$ cat config.mk
export PLATFORM = sky130hd
export DESIGN_NAME = dme_ctrl_top
export DESIGN_NICKNAME = d
export VERILOG_FILES = /design/src/design/dme_pkg.sv /design/src/design/dme_dll_bank.sv /design/src/design/dme_cmd_engine.sv /design/src/design/dme_ctrl_top.sv
export SDC_FILE = /design/constraint.sdc
export NUM_CORES = 1
export LEC_CHECK = 0
export BUFFER_PORTS_ARGS = -buffer_cell sky130_fd_sc_hd__buf_2
export CORE_UTILIZATION = 48
export DETAILED_ROUTE_END_ITERATION = 12
export GPL_ROUTABILITY_DRIVEN = 0
export HOLD_SLACK_MARGIN = 0.12
export MAX_ROUTING_LAYER = met4
export PLACE_DENSITY = 0.78
export SETUP_SLACK_MARGIN = 0.15
export SYNTH_ARGS = -nofsm -noshare
export SYNTH_HDL_FRONTEND = slang
export SYNTH_SLANG_ARGS = --single-unit
$ cat constraint.sdc
create_clock -name I_CORE_CLK -period 2.7 [get_ports I_CORE_CLK]
set_input_delay 0.675 -clock I_CORE_CLK [delete_from_list [all_inputs] [get_ports I_CORE_CLK]]
set_output_delay 0.675 -clock I_CORE_CLK [all_outputs]
set_load 0.02 [all_outputs]
$ cat src/design/dme_pkg.sv
// holds register offsets, field layouts, reset values and timing counts
// for the extended mode register set and delay-line tuning block.
// assumes a 32-bit apb bus and a 250 MHz core clock.
package dme_pkg;

  // ------------------------------------------------------------------
  // clock and timing
  // ------------------------------------------------------------------
  localparam int CLK_PERIOD_PS = 4000;
  // least time from mode register command to the next command
  localparam int T_MODE_REG_GAP_PS = 8000;
  // least time rounds up, never below one cycle
  localparam int MODE_REG_GAP_RAW = (T_MODE_REG_GAP_PS + CLK_PERIOD_PS - 1) / CLK_PERIOD_PS;
  localparam int MODE_REG_GAP_CYC = (MODE_REG_GAP_RAW < 1) ? 1 : MODE_REG_GAP_RAW;
  localparam int GAP_CNT_W = 4;

  // ------------------------------------------------------------------
  // register byte addresses
  // ------------------------------------------------------------------
  localparam logic [31:0] ADDR_CAL_CMD_ADDRESS = 32'hfffff540;
  localparam logic [31:0] ADDR_CAL_CMD_CTRL_STATUS = 32'hfffff544;
  localparam logic [31:0] ADDR_DLL_SLAVE_LOW_MIX_0 = 32'hfffff554;
  localparam logic [31:0] ADDR_DLL_SLAVE_LOW_MIX_1 = 32'hfffff558;
  localparam logic [31:0] ADDR_DLL_SLAVE_HIGH_MIX_0 = 32'hfffff55c;
  localparam logic [31:0] ADDR_DLL_SLAVE_HIGH_MIX_1 = 32'hfffff560;
  localparam logic [31:0] ADDR_DLL_SLAVE_LENGTH = 32'hfffff564;
  localparam logic [31:0] ADDR_DLL_MASTER_MIX = 32'hfffff568;
  localparam logic [31:0] ADDR_DLL_MASTER_LENGTH = 32'hfffff56c;
  localparam int DLL_NUM_REGS = 7;
  localparam int DLL_IDX_W = 3;

  // ------------------------------------------------------------------
  // reset values
  // ------------------------------------------------------------------
  localparam logic [31:0] DLL_RESET_VALUE = 32'h00000000;
  localparam logic [31:0] CAL_ADDR_RESET = 32'h00000000;

  // ------------------------------------------------------------------
  // calibration command address fields
  // ------------------------------------------------------------------
  localparam int CA_BANK_LSB = 0;
  localparam int CA_BANK_W = 2;
  localparam int CA_ROW_LSB = 2;
  localparam int CA_ROW_W = 14;
  localparam int CA_USED_W = 16;

  // ------------------------------------------------------------------
  // calibration command control/status fields
  // ------------------------------------------------------------------
  localparam int CS_BUSY_BIT = 31;
  localparam int CS_ERR_BIT = 30;
  localparam int CS_ENABLE_BIT = 24;
  localparam int CS_SELECT_BIT = 20;
  localparam int CS_CODE_LSB = 0;
  localparam int CS_CODE_W = 4;
  localparam logic [3:0] CMD_CODE_EXT_MODE_SET = 4'h3;

  // engine states
  typedef enum logic [1:0] {
    ENG_IDLE = 2'b00,
    ENG_DRIVE = 2'b01,
    ENG_GAP = 2'b10
  } dme_eng_state_t;

endpackage

$ cat src/design/dme_dll_bank.sv
// holds the seven delay-line tuning registers and their read mux.
// assumes a one-cycle write strobe and index decoded by the caller.
`timescale 1ns/10ps

module dme_dll_bank (
  // clock and reset
  input wire logic i_clk,
  input wire logic i_reset,
  // write and read access
  input wire logic i_wr,
  input wire logic [dme_pkg::DLL_IDX_W-1:0] i_idx,
  input wire logic [31:0] i_wdata,
  output logic [31:0] o_rdata,
  // all values, flattened, register 0 in the low word
  output logic [dme_pkg::DLL_NUM_REGS*32-1:0] o_values
);
  import dme_pkg::*;

  // ------------------------------------------------------------------
  // storage, one word per register
  // ------------------------------------------------------------------
  logic [31:0] val_ff [DLL_NUM_REGS];
  logic [31:0] nxt_val [DLL_NUM_REGS];

  genvar g;
  generate
    for (g = 0; g < DLL_NUM_REGS; g++) begin : g_reg
      // reset value leaves the read strobe late in the eye; firmware retunes
      always_comb begin
        nxt_val[g] = val_ff[g];
        if (i_wr && (i_idx == DLL_IDX_W'(g))) begin
          nxt_val[g] = i_wdata;
        end
      end
      always_ff @(posedge i_clk) begin
        if (i_reset) begin
          val_ff[g] <= DLL_RESET_VALUE;
        end else begin
          val_ff[g] <= nxt_val[g];
        end
      end
      assign o_values[g*32 +: 32] = val_ff[g];
    end
  endgenerate

  // read mux; an index past the last register reads zero
  always_comb begin
    o_rdata = 32'h00000000;
    for (int i = 0; i < DLL_NUM_REGS; i++) begin
      if (i_idx == i[DLL_IDX_W-1:0]) begin
        o_rdata = val_ff[i];
      end
    end
  end

endmodule

$ cat src/design/dme_cmd_engine.sv
// drives one mode register command onto the memory command pins and then
// waits out the mode register gap before reporting done.
// assumes start is only pulsed while the engine is idle.
`timescale 1ns/10ps

module dme_cmd_engine (
  // clock and reset
  input wire logic i_clk,
  input wire logic i_reset,
  // command request
  input wire logic i_start,
  input wire logic i_cs_sel,
  input wire logic [dme_pkg::CA_BANK_W-1:0] i_bank,
  input wire logic [dme_pkg::CA_ROW_W-1:0] i_row,
  output logic o_done,
  // memory command pins, all from flops
  output logic [1:0] o_cs_n,
  output logic o_ras_n,
  output logic o_cas_n,
  output logic o_we_n,
  output logic [dme_pkg::CA_BANK_W-1:0] o_bank,
  output logic [dme_pkg::CA_ROW_W-1:0] o_row
);
  import dme_pkg::*;

  // ------------------------------------------------------------------
  // state
  // ------------------------------------------------------------------
  dme_eng_state_t state_ff, nxt_state;
  logic [GAP_CNT_W-1:0] gap_ff, nxt_gap;
  logic done_ff, nxt_done;
  logic [1:0] cs_n_ff, nxt_cs_n;
  logic cmd_low_ff, nxt_cmd_low;
  logic [CA_BANK_W-1:0] bank_ff, nxt_bank;
  logic [CA_ROW_W-1:0] row_ff, nxt_row;

  // next-state logic: idle -> drive for one cycle -> gap -> idle
  always_comb begin
    nxt_state = state_ff;
    nxt_gap = gap_ff;
    nxt_done = 1'b0;
    nxt_cs_n = 2'b11;
    nxt_cmd_low = 1'b0;
    nxt_bank = bank_ff;
    nxt_row = row_ff;
    unique case (state_ff)
      ENG_IDLE: begin
        if (i_start) begin
          // ras, cas and we all low with one select low is the mode set
          nxt_cs_n = i_cs_sel ? 2'b01 : 2'b10;
          nxt_cmd_low = 1'b1;
          nxt_bank = i_bank;
          nxt_row = i_row;
          nxt_state = ENG_DRIVE;
        end
      end
      ENG_DRIVE: begin
        // command is on the pins this cycle; start the gap count
        nxt_gap = GAP_CNT_W'(MODE_REG_GAP_CYC - 1);
        nxt_state = ENG_GAP;
      end
      ENG_GAP: begin
        if (gap_ff == '0) begin
          nxt_done = 1'b1;
          nxt_state = ENG_IDLE;
        end else begin
          nxt_gap = gap_ff - 1'b1;
        end
      end
      default: begin
        nxt_state = ENG_IDLE;
      end
    endcase
  end

  // registers
  always_ff @(posedge i_clk) begin
    if (i_reset) begin
      state_ff <= ENG_IDLE;
      gap_ff <= '0;
      done_ff <= 1'b0;
      cs_n_ff <= 2'b11;
      cmd_low_ff <= 1'b0;
      bank_ff <= '0;
      row_ff <= '0;
    end else begin
      state_ff <= nxt_state;
      gap_ff <= nxt_gap;
      done_ff <= nxt_done;
      cs_n_ff <= nxt_cs_n;
      cmd_low_ff <= nxt_cmd_low;
      bank_ff <= nxt_bank;
      row_ff <= nxt_row;
    end
  end

  assign o_done = done_ff;
  assign o_cs_n = cs_n_ff;
  assign o_ras_n = ~cmd_low_ff;
  assign o_cas_n = ~cmd_low_ff;
  assign o_we_n = ~cmd_low_ff;
  assign o_bank = bank_ff;
  assign o_row = row_ff;

endmodule

$ cat src/design/dme_ctrl_top.sv
// top of the extended mode register set and delay-line tuning block:
// apb slave, calibration command registers and the tuning register bank.
// assumes a single 250 MHz clock, synchronous active-high reset, and
// memory command pins that are sampled on the same clock.
`timescale 1ns/10ps

module dme_ctrl_top (
  // clock and reset
  input wire logic I_CORE_CLK,
  input wire logic I_RESET,
  // apb slave
  input wire logic I_PSEL,
  input wire logic I_PENABLE,
  input wire logic I_PWRITE,
  input wire logic [31:0] I_PADDR,
  input wire logic [31:0] I_PWDATA,
  output logic O_PREADY,
  output logic [31:0] O_PRDATA,
  output logic O_PSLVERR,
  // memory command pins
  output logic [1:0] O_MEM_CS_N,
  output logic O_MEM_RAS_N,
  output logic O_MEM_CAS_N,
  output logic O_MEM_WE_N,
  output logic [dme_pkg::CA_BANK_W-1:0] O_MEM_BANK,
  output logic [dme_pkg::CA_ROW_W-1:0] O_MEM_ROW,
  // delay-line tuning values to the read strobe delay cells
  output logic [31:0] O_DLL_SLAVE_LOW_MIX_0,
  output logic [31:0] O_DLL_SLAVE_LOW_MIX_1,
  output logic [31:0] O_DLL_SLAVE_HIGH_MIX_0,
  output logic [31:0] O_DLL_SLAVE_HIGH_MIX_1,
  output logic [31:0] O_DLL_SLAVE_LENGTH,
  output logic [31:0] O_DLL_MASTER_MIX,
  output logic [31:0] O_DLL_MASTER_LENGTH
);
  import dme_pkg::*;
  // two command words, a hole, then seven tuning words;
  // each is one aligned 32-bit word, no byte strobes,
  // and holes answer with an error

  // ------------------------------------------------------------------
  // address decode
  // ------------------------------------------------------------------

  // maps a byte address to a tuning register index, or the count if none
  // full compare, so no alias of a register hits;
  // the count is one past the last index: no hit
  function automatic logic [DLL_IDX_W-1:0] dll_index(input logic [31:0] addr);
    logic [DLL_IDX_W-1:0] idx;
    idx = DLL_IDX_W'(DLL_NUM_REGS);
    unique case (addr)
      ADDR_DLL_SLAVE_LOW_MIX_0: idx = 3'd0;
      ADDR_DLL_SLAVE_LOW_MIX_1: idx = 3'd1;
      ADDR_DLL_SLAVE_HIGH_MIX_0: idx = 3'd2;
      ADDR_DLL_SLAVE_HIGH_MIX_1: idx = 3'd3;
      ADDR_DLL_SLAVE_LENGTH: idx = 3'd4;
      ADDR_DLL_MASTER_MIX: idx = 3'd5;
      ADDR_DLL_MASTER_LENGTH: idx = 3'd6;
      default: idx = DLL_IDX_W'(DLL_NUM_REGS);
    endcase
    return idx;
  endfunction

  logic [DLL_IDX_W-1:0] dll_idx;
  logic hit_dll;
  logic hit_cal_addr;
  logic hit_cal_csr;
  logic hit_any;

  // decode is shared by the read capture and the write strobe
  // the master holds the address over setup and
  // access, so one decode serves both edges
  always_comb begin
    dll_idx = dll_index(I_PADDR);
    hit_dll = (dll_idx != DLL_IDX_W'(DLL_NUM_REGS));
    hit_cal_addr = (I_PADDR == ADDR_CAL_CMD_ADDRESS);
    hit_cal_csr = (I_PADDR == ADDR_CAL_CMD_CTRL_STATUS);
    hit_any = hit_dll | hit_cal_addr | hit_cal_csr;
  end

  // ------------------------------------------------------------------
  // apb handshake
  // ------------------------------------------------------------------
  // one fixed wait-free access phase: read data is captured at the setup
  // edge so the output stays a flop, at the cost of a stale busy bit if
  // the command ends in the very same cycle.
  // pready is the setup phase one flop later, so
  // every transfer takes two cycles and never waits;
  // a hole still completes, flagged by pslverr
  logic setup_phase;
  logic access_done;
  logic wr_fire;
  logic pready_ff, nxt_pready;
  logic [31:0] prdata_ff, nxt_prdata;
  logic pslverr_ff, nxt_pslverr;
  logic [31:0] dll_rdata;
  logic [31:0] csr_view;

  // a write lands only on the access edge with pready
  // high, and only at an address that hits a register
  assign setup_phase = I_PSEL & ~I_PENABLE;
  assign access_done = I_PSEL & I_PENABLE & pready_ff;
  assign wr_fire = access_done & I_PWRITE & hit_any;

  // ------------------------------------------------------------------
  // calibration command registers
  // ------------------------------------------------------------------
  // address word: bank low, row above, rest reads 0;
  // control word keeps enable, select and code even
  // when nothing is issued, so software sees its write;
  // operands never change under a running command
  logic [CA_USED_W-1:0] cal_addr_ff, nxt_cal_addr;
  logic busy_ff, nxt_busy;
  logic err_ff, nxt_err;
  logic enable_ff, nxt_enable;
  logic select_ff, nxt_select;
  logic [CS_CODE_W-1:0] code_ff, nxt_code;
  logic eng_start;
  logic eng_done;
  logic csr_go;

  // a write with the go bit and enable both set asks for a command
  // either bit alone only stores the fields
  assign csr_go = wr_fire & hit_cal_csr & I_PWDATA[CS_BUSY_BIT] & I_PWDATA[CS_ENABLE_BIT];

  always_comb begin
    nxt_cal_addr = cal_addr_ff;
    nxt_busy = busy_ff;
    nxt_err = err_ff;
    nxt_enable = enable_ff;
    nxt_select = select_ff;
    nxt_code = code_ff;
    eng_start = 1'b0;
    // address word is frozen while busy, like control
    if (wr_fire && hit_cal_addr && !busy_ff) begin
      // bank bits pick which extended mode register is set
      nxt_cal_addr = I_PWDATA[CA_USED_W-1:0];
    end
    // writes while a command runs are dropped so it keeps its operands
    if (wr_fire && hit_cal_csr && !busy_ff) begin
      nxt_enable = I_PWDATA[CS_ENABLE_BIT];
      nxt_select = I_PWDATA[CS_SELECT_BIT];
      nxt_code = I_PWDATA[CS_CODE_LSB +: CS_CODE_W];
      nxt_err = 1'b0;
      if (csr_go) begin
        if (I_PWDATA[CS_CODE_LSB +: CS_CODE_W] == CMD_CODE_EXT_MODE_SET) begin
          eng_start = 1'b1;
          nxt_busy = 1'b1;
        end else begin
          // unknown command codes never reach the pins
          // but keep their fields and raise the error
          nxt_err = 1'b1;
        end
      end
    end
    // busy clears only after the pins carried the command and the gap ran
    // done never meets a go: go is refused while busy
    if (eng_done) begin
      nxt_busy = 1'b0;
    end
  end

  // reset leaves no command pending, pins idle,
  // and both command words at their reset values
  always_ff @(posedge I_CORE_CLK) begin
    if (I_RESET) begin
      cal_addr_ff <= CAL_ADDR_RESET[CA_USED_W-1:0];
      busy_ff <= 1'b0;
      err_ff <= 1'b0;
      enable_ff <= 1'b0;
      select_ff <= 1'b0;
      code_ff <= '0;
    end else begin
      cal_addr_ff <= nxt_cal_addr;
      busy_ff <= nxt_busy;
      err_ff <= nxt_err;
      enable_ff <= nxt_enable;
      select_ff <= nxt_select;
      code_ff <= nxt_code;
    end
  end

  // status view: bit 31 high means still running, low means completed
  // a go written with enable and code 3 reads back busy until done;
  // the error stays until the next accepted control write
  always_comb begin
    csr_view = 32'h00000000;
    csr_view[CS_BUSY_BIT] = busy_ff;
    csr_view[CS_ERR_BIT] = err_ff;
    csr_view[CS_ENABLE_BIT] = enable_ff;
    csr_view[CS_SELECT_BIT] = select_ff;
    csr_view[CS_CODE_LSB +: CS_CODE_W] = code_ff;
  end

  // ------------------------------------------------------------------
  // apb answer registers
  // ------------------------------------------------------------------
  // read data is picked at the setup edge into a flop,
  // so no output follows the bus inputs directly;
  // writes and holes answer with zero data
  always_comb begin
    nxt_pready = setup_phase;
    nxt_prdata = prdata_ff;
    nxt_pslverr = 1'b0;
    if (setup_phase) begin
      nxt_pslverr = ~hit_any;
      nxt_prdata = 32'h00000000;
      if (!I_PWRITE) begin
        if (hit_dll) begin
          nxt_prdata = dll_rdata;
        end else if (hit_cal_addr) begin
          nxt_prdata = {{(32 - CA_USED_W){1'b0}}, cal_addr_ff};
        end else if (hit_cal_csr) begin
          nxt_prdata = csr_view;
        end
      end
    end
  end

  // answer flops; reset leaves the bus quiet, no error;
  // between transfers pready is low and data is stale
  always_ff @(posedge I_CORE_CLK) begin
    if (I_RESET) begin
      pready_ff <= 1'b0;
      prdata_ff <= 32'h00000000;
      pslverr_ff <= 1'b0;
    end else begin
      pready_ff <= nxt_pready;
      prdata_ff <= nxt_prdata;
      pslverr_ff <= nxt_pslverr;
    end
  end

  // answer ports straight from their flops
  assign O_PREADY = pready_ff;
  assign O_PRDATA = prdata_ff;
  assign O_PSLVERR = pslverr_ff;

  // ------------------------------------------------------------------
  // delay-line tuning bank
  // ------------------------------------------------------------------
  // tuning writes are taken even while a command runs:
  // the delay cells play no part in the mode set.
  // reset values stay; firmware loads the tuned set.
  // flattened bank view, register 0 in the low word
  logic [DLL_NUM_REGS*32-1:0] dll_values;

  dme_dll_bank u_dll_bank (
    .i_clk(I_CORE_CLK),
    .i_reset(I_RESET),
    .i_wr(wr_fire & hit_dll),
    .i_idx(dll_idx),
    .i_wdata(I_PWDATA),
    .o_rdata(dll_rdata),
    .o_values(dll_values)
  );

  // each value comes straight from its flop inside the bank
  assign O_DLL_SLAVE_LOW_MIX_0 = dll_values[0*32 +: 32];
  assign O_DLL_SLAVE_LOW_MIX_1 = dll_values[1*32 +: 32];
  assign O_DLL_SLAVE_HIGH_MIX_0 = dll_values[2*32 +: 32];
  assign O_DLL_SLAVE_HIGH_MIX_1 = dll_values[3*32 +: 32];
  assign O_DLL_SLAVE_LENGTH = dll_values[4*32 +: 32];
  assign O_DLL_MASTER_MIX = dll_values[5*32 +: 32];
  assign O_DLL_MASTER_LENGTH = dll_values[6*32 +: 32];

  // ------------------------------------------------------------------
  // command engine
  // ------------------------------------------------------------------
  // the select comes from the word being written so the first pin cycle
  // already carries the new select and the stored bank
  // only code 3 with enable and go gets this far;
  // the engine owns the pins: between commands the
  // selects and strobes stay high, bank and row hold;
  // its done pulse lasts one cycle and clears busy
  dme_cmd_engine u_cmd_engine (
    .i_clk(I_CORE_CLK),
    .i_reset(I_RESET),
    .i_start(eng_start),
    .i_cs_sel(I_PWDATA[CS_SELECT_BIT]),
    .i_bank(cal_addr_ff[CA_BANK_LSB +: CA_BANK_W]),
    .i_row(cal_addr_ff[CA_ROW_LSB +: CA_ROW_W]),
    .o_done(eng_done),
    .o_cs_n(O_MEM_CS_N),
    .o_ras_n(O_MEM_RAS_N),
    .o_cas_n(O_MEM_CAS_N),
    .o_we_n(O_MEM_WE_N),
    .o_bank(O_MEM_BANK),
    .o_row(O_MEM_ROW)
  );

endmodule

==> results of run 1 <==
## cell usage in the layout, fill, tap and decap left out, drive strengths merged, types with 7 or more instances in the layout
master,count
a21o,16
a2bb2oi,15
nor2,71
and3,9
nor4,17
o211ai,18
nand4,16
mux2i,46
o21a,27
nand2,528
buf,509
o221ai,13
o21ai,17
and2,7
nand3,17
clkbuf,51
a31oi,15
a22oi,18
nor3,16
inv,12
a222oi,21
clkinv,7
dfxtp,308
a21oi,272
## through the flow
step	cells	instance area, um2
floorplan	1709	13700
global placement	2448	16800
detailed placement	2448	16800
CTS	2509	17900
global route	2512	17900
finish	2512	17900
## worst paths after layout
kind                       startpoint                    end  slack [ns]  cells past startpoint
setup / recovery           I_PADDR[2]           O_PRDATA[13]        0.26                      9
hold / removal    u_cmd_engine.o_done                busy_ff        0.41                      1
setup reg to reg             O_PREADY  u_cmd_engine.o_row[8]        0.64                      8
hold reg to reg   u_cmd_engine.o_done                busy_ff        0.41                      1
## kinds of logic (layout without fill, tap and decap cells)
kind of cell / Yosys count / after routing / share of synthesized area
compound gates: 467 / 467 / 0.216
other cells: 0 / 3 / 0
flops: 308 / 308 / 0.456
mux: 46 / 46 / 0.0340
buf+inv: 158 / 580 / 0.0519
fa+ha+maj: 2 / 2 / 0.00185
xor+xnor: 3 / 3 / 0.00194
simple gates: 725 / 725 / 0.239
## report_power, final
part | leakage [nW] | switching [mW] | internal [mW]
Sequential | 2.48 | 0.00163 | 4.54
Clock | 0.518 | 1.89 | 2.52
Combinational | 4.58 | 0.256 | 0.116
## cell type report
type                       count  share of cell area
tap                          378              0.0264
multi-input combinational   1243               0.379
antenna                        3            0.000420
sequential                   308               0.345
timing repair buffer         510               0.189
inverter                       9             0.00189
clock buffer                  50              0.0543
clock inverter                11             0.00448
## layer usage
metal  vias to the layer above  part of all wire  track usage
li1                       6735                 -            -
met4                         0             0.057        0.213
met3                       219              0.12       0.0800
met2                      1037              0.45        0.564
met5                         -                 0            -
met1                      7020              0.38        0.450
## flip-flops by register name, indices dropped and copies added, names as in the netlist
| register | flops |
|---|---|
| u_cmd_engine.o_done | 1 |
| u_cmd_engine.gap_ff | 4 |
| code_ff | 4 |
| cal_addr_ff | 16 |
| select_ff | 1 |
| u_dll_bank.val_ff | 224 |
| O_PREADY | 1 |
| u_cmd_engine.o_cs_n | 2 |
| busy_ff | 1 |
| err_ff | 1 |
| u_cmd_engine.o_row | 14 |
| u_cmd_engine.state_ff | 2 |
| enable_ff | 1 |
| O_PSLVERR | 1 |
| u_cmd_engine.o_bank | 2 |
| O_PRDATA | 32 |
| u_cmd_engine.cmd_low_ff | 1 |
==> run summary, run 1 <==
Outcome: complete, no violations
Area growth syn-to-layout: 32.3%
Die H: 170 um
Die Area: 28900 um2
Period minus WS final: 2.44 ns
Ys Warns: 0
CTS tree: built
Root Buffer: clkbuf_16
Top-area cell type share of the netlist area: 0.456
Critical path class: in -> reg
Most used DFF post-synth: dfxtp_1
Worst hold margin: 0.408 ns
Number of synthesized flops with an enable pin: 0
IO Port Bufs: 347
I/O pins: 348
Initial DRC Count: 1702
Total grt overflow: 0
Top post-synthesis cells by count: nand2_1 (528), dfxtp_1 (308), a21oi_1 (272), clkbuf_1 (93), nor2_1 (70)
Synthesized instance count: 1709
Die X: 170 um
1st-pass router iterations: 6
Mapped Area: 13500 um2
Largest net degree at the start of global routing: 106
Post-synth net total: 1780
CTS Buf Count: 34
Tot Pwr: 9.33 mW
Final hold vios: 0
Post_cts resized: 0
Dpl hpwl: 37400 um
Syn avg cell area: 7.91 um2
FF+latch area: 6170 um2
WP data required: 3.10 ns
Crit path largest cell delay: 0.44 ns
Share of cells above drive strength 1: 0.286
Finished Core Util: 0.644
Max-Cap Viols: 0
CP bufs+invs: 3
Pre-CTS worst setup slack: -0.229 ns
Largest area contributor in the netlist: dfxtp_1
Most frequent cell after synthesis: nand2_1
Drt total wl: 53000 um
Fmax achieved: 0.409 GHz
RSZ-0062 raised after global routing: false
H-tree levels: 2
Hold_buf cts: 0
Initial antenna violation count: 3
Clk slew on worst S/H paths: 0.06 ns
Post-synthesis cell type count: 74
Slew of the pin with the lowest slew margin: 0.546 ns
Core Area: 27800 um2
Vias in the first global route: 14000
Worst hold path class: reg -> reg
Clock Sink Count: 308
Worst VDD drop: 0.000470 V
Slowest cell on crit path: or3_1
ANT nets after route: 0
Fin nets: 2177
Setup TNS: 0 ns
Register area share after synthesis: 0.456
Final setup fails: 0
Fin Clk Skew: 0.0149 ns
Filler instances: 2389
Crit-path cells: buf_2 > buf_4 > or2_2 > or3_1 > or3_1 > buf_4 > o221ai_1 > a21oi_1 > o21a_1
Crit path launch type: input port
Post-CTS Setup Bufs: 0
Drt wl/cell: 21.1 um
Initial Util: 0.487
Vias per cell: 5.98
PD cells: 521 nW/um2
Final Cycle Share: 0.905
Clock buffer depth: 3
Worst-Skew Late Latency: 0.52 ns
Min setup slack post-route: 0.258 ns
Multi-input logic area: 6780 um2
Vias: 15000
Seq cells post-synth: 308
Gr usage total: 0.369
Max-slew violations: 0
Critical Path AT: 2.84 ns
Max transition margin: 0.631
FP Rows: 61
Crit path max fanout: 7
Delay-heaviest family, CP: simple AND/OR/NAND/NOR gates
Crit path capture type: flop
Post-synth ARST share: 0
Global-route wire length before repair: 79800 um
Leakage: 7.58 nW
Synth area leaders: dfxtp_1 (46%), nand2_1 (15%), a21oi_1 (10%)
DR DRC count: 0
Power figures use the tool's default switching activity.
==> run 2, diff against run 1 <==
Settings changed: CTS_BUF_LIST from default to sky130_fd_sc_hd__clkbuf_16.
==> run summary, run 2 (synthesized netlist as in run 1, its figures left out) <==
Final Cycle Share: 0.902
Worst hold path class: reg -> reg
Core Area: 27800 um2
Hold_buf cts: 0
DR DRC count: 0
Finished Core Util: 0.642
Vias: 15000
Most frequent cells in the layout: nand2_1 (527), buf_2 (346), dfxtp_1 (308)
Placed Area: 16800 um2
Die Area: 28900 um2
Crit path largest cell delay: 0.54 ns
Max transition margin: 0.605
H-tree levels: 2
Root Buffer: clkbuf_16
Critical path class: in -> reg
WP data required: 3.14 ns
Crit path max fanout: 16
Max-Cap Viols: 0
Crit path launch type: input port
Gr usage total: 0.368
Drt total wl: 52900 um
Leakage: 7.59 nW
ANT nets after route: 0
Slowest cell on crit path: or4_1
Outcome: complete, no violations
Vias per cell: 5.96
Register name with the most flops: u_dll_bank.val_ff
PD cells: 512 nW/um2
Initial DRC Count: 1736
Fmax achieved: 0.411 GHz
RSZ-0062 raised after global routing: false
I/O pins: 348
Final hold vios: 0
Fin nets: 2177
Global-route wire length before repair: 79600 um
Multi-input logic area: 6780 um2
Fin Clk Skew: 0.0121 ns
Slew of the pin with the lowest slew margin: 0.592 ns
Worst-Skew Late Latency: 0.52 ns
Min setup slack post-route: 0.264 ns
Initial Util: 0.487
CP dominant cell by count: buf_4
Filler instances: 2391
Clock buffer depth: 3
Max reg flops: 224
Critical Path AT: 2.87 ns
Drt wl/cell: 21.0 um
Vias in the first global route: 14000
Crit-path cells: buf_2 > nand4_1 > or4_1 > buf_4 > buf_4 > a211oi_4 > buf_4 > a222oi_1 > o21a_1 > o21ai_0
Initial antenna violation count: 3
Period minus WS final: 2.44 ns
IO Port Bufs: 347
Setup TNS: 0 ns
Area growth syn-to-layout: 31.9%
Commonest non-fill, non-tap cell in the layout: nand2_1
Clk slew on worst S/H paths: 0.06 ns
Share of cells above drive strength 1: 0.283
Max-slew violations: 0
1st-pass router iterations: 7
FP Rows: 61
CTS Buf Count: 34
Post-Layout Inst Area: 17800 um2
Dpl hpwl: 37400 um
Pre-CTS worst setup slack: -0.229 ns
Largest net degree at the start of global routing: 106
Clock Sink Count: 308
FF+latch area: 6170 um2
Final setup fails: 0
Worst hold margin: 0.414 ns
Crit path capture type: flop
Worst VDD drop: 0.000462 V
Die H: 170 um
Die X: 170 um
CTS tree: built
Total grt overflow: 0
run 2: path summary, 6_finish.rpt:
kind	slack [ns]	startpoint	end	depth (start not counted)
hold reg to reg	0.41	u_cmd_engine.o_done	busy_ff	1
hold / removal	0.41	u_cmd_engine.o_done	busy_ff	1
setup / recovery	0.26	I_PADDR[27]	O_PRDATA[20]	10
setup reg to reg	0.64	O_PREADY	u_cmd_engine.o_row[8]	8
run 2: area by class of cell:
type                            instances  area share
Clock inverter                         27     0.00786
Antenna cell                            3    0.000421
Tap cell                              378      0.0265
Sequential cell                       308       0.346
Inverter                                9     0.00189
Multi-Input combinational cell       1243       0.380
Timing Repair Buffer                  510       0.190
Clock buffer                           34      0.0477
run 2: metrics by stage:
stage	power, mW	instances
final	9.12	2512
after global routing	9.36	2512
after CTS	9.12	2509
after detailed placement	5.01	2448
after global placement	5.00	2448
after floorplan	4.81	1709
run 2: critical path: cells and delay by family:
kind	cells	cell delay, ns
compound gates	4	0.73
buf+inv	4	0.79
simple gates	2	0.66
run 2: metal layers:
| metal | global-route usage | part of all wire | up-vias | routed length (um) |
|---|---|---|---|---|
| met4 | 0.203 | 0.054 | 0 | 2860 |
| li1 | - | - | 6737 | - |
| met5 | - | 0 | - | 0 |
| met2 | 0.565 | 0.45 | 1031 | 24000 |
| met3 | 0.0767 | 0.11 | 199 | 5870 |
| met1 | 0.452 | 0.38 | 7013 | 20100 |
run 2: what timing repair did:
action	4_1_cts	5_1_grt
endpoints found under the hold margin	0	0
resized for setup	0	2
endpoints found under the setup margin	0	7
setup buffers	0	0
run 2: power by group:
| group | total, mW | switching (mW) | internal [mW] |
|---|---|---|---|
| Clock | 4.20 | 1.90 | 2.31 |
| Sequential | 4.55 | 0.00171 | 4.54 |
| Combinational | 0.371 | 0.256 | 0.116 |
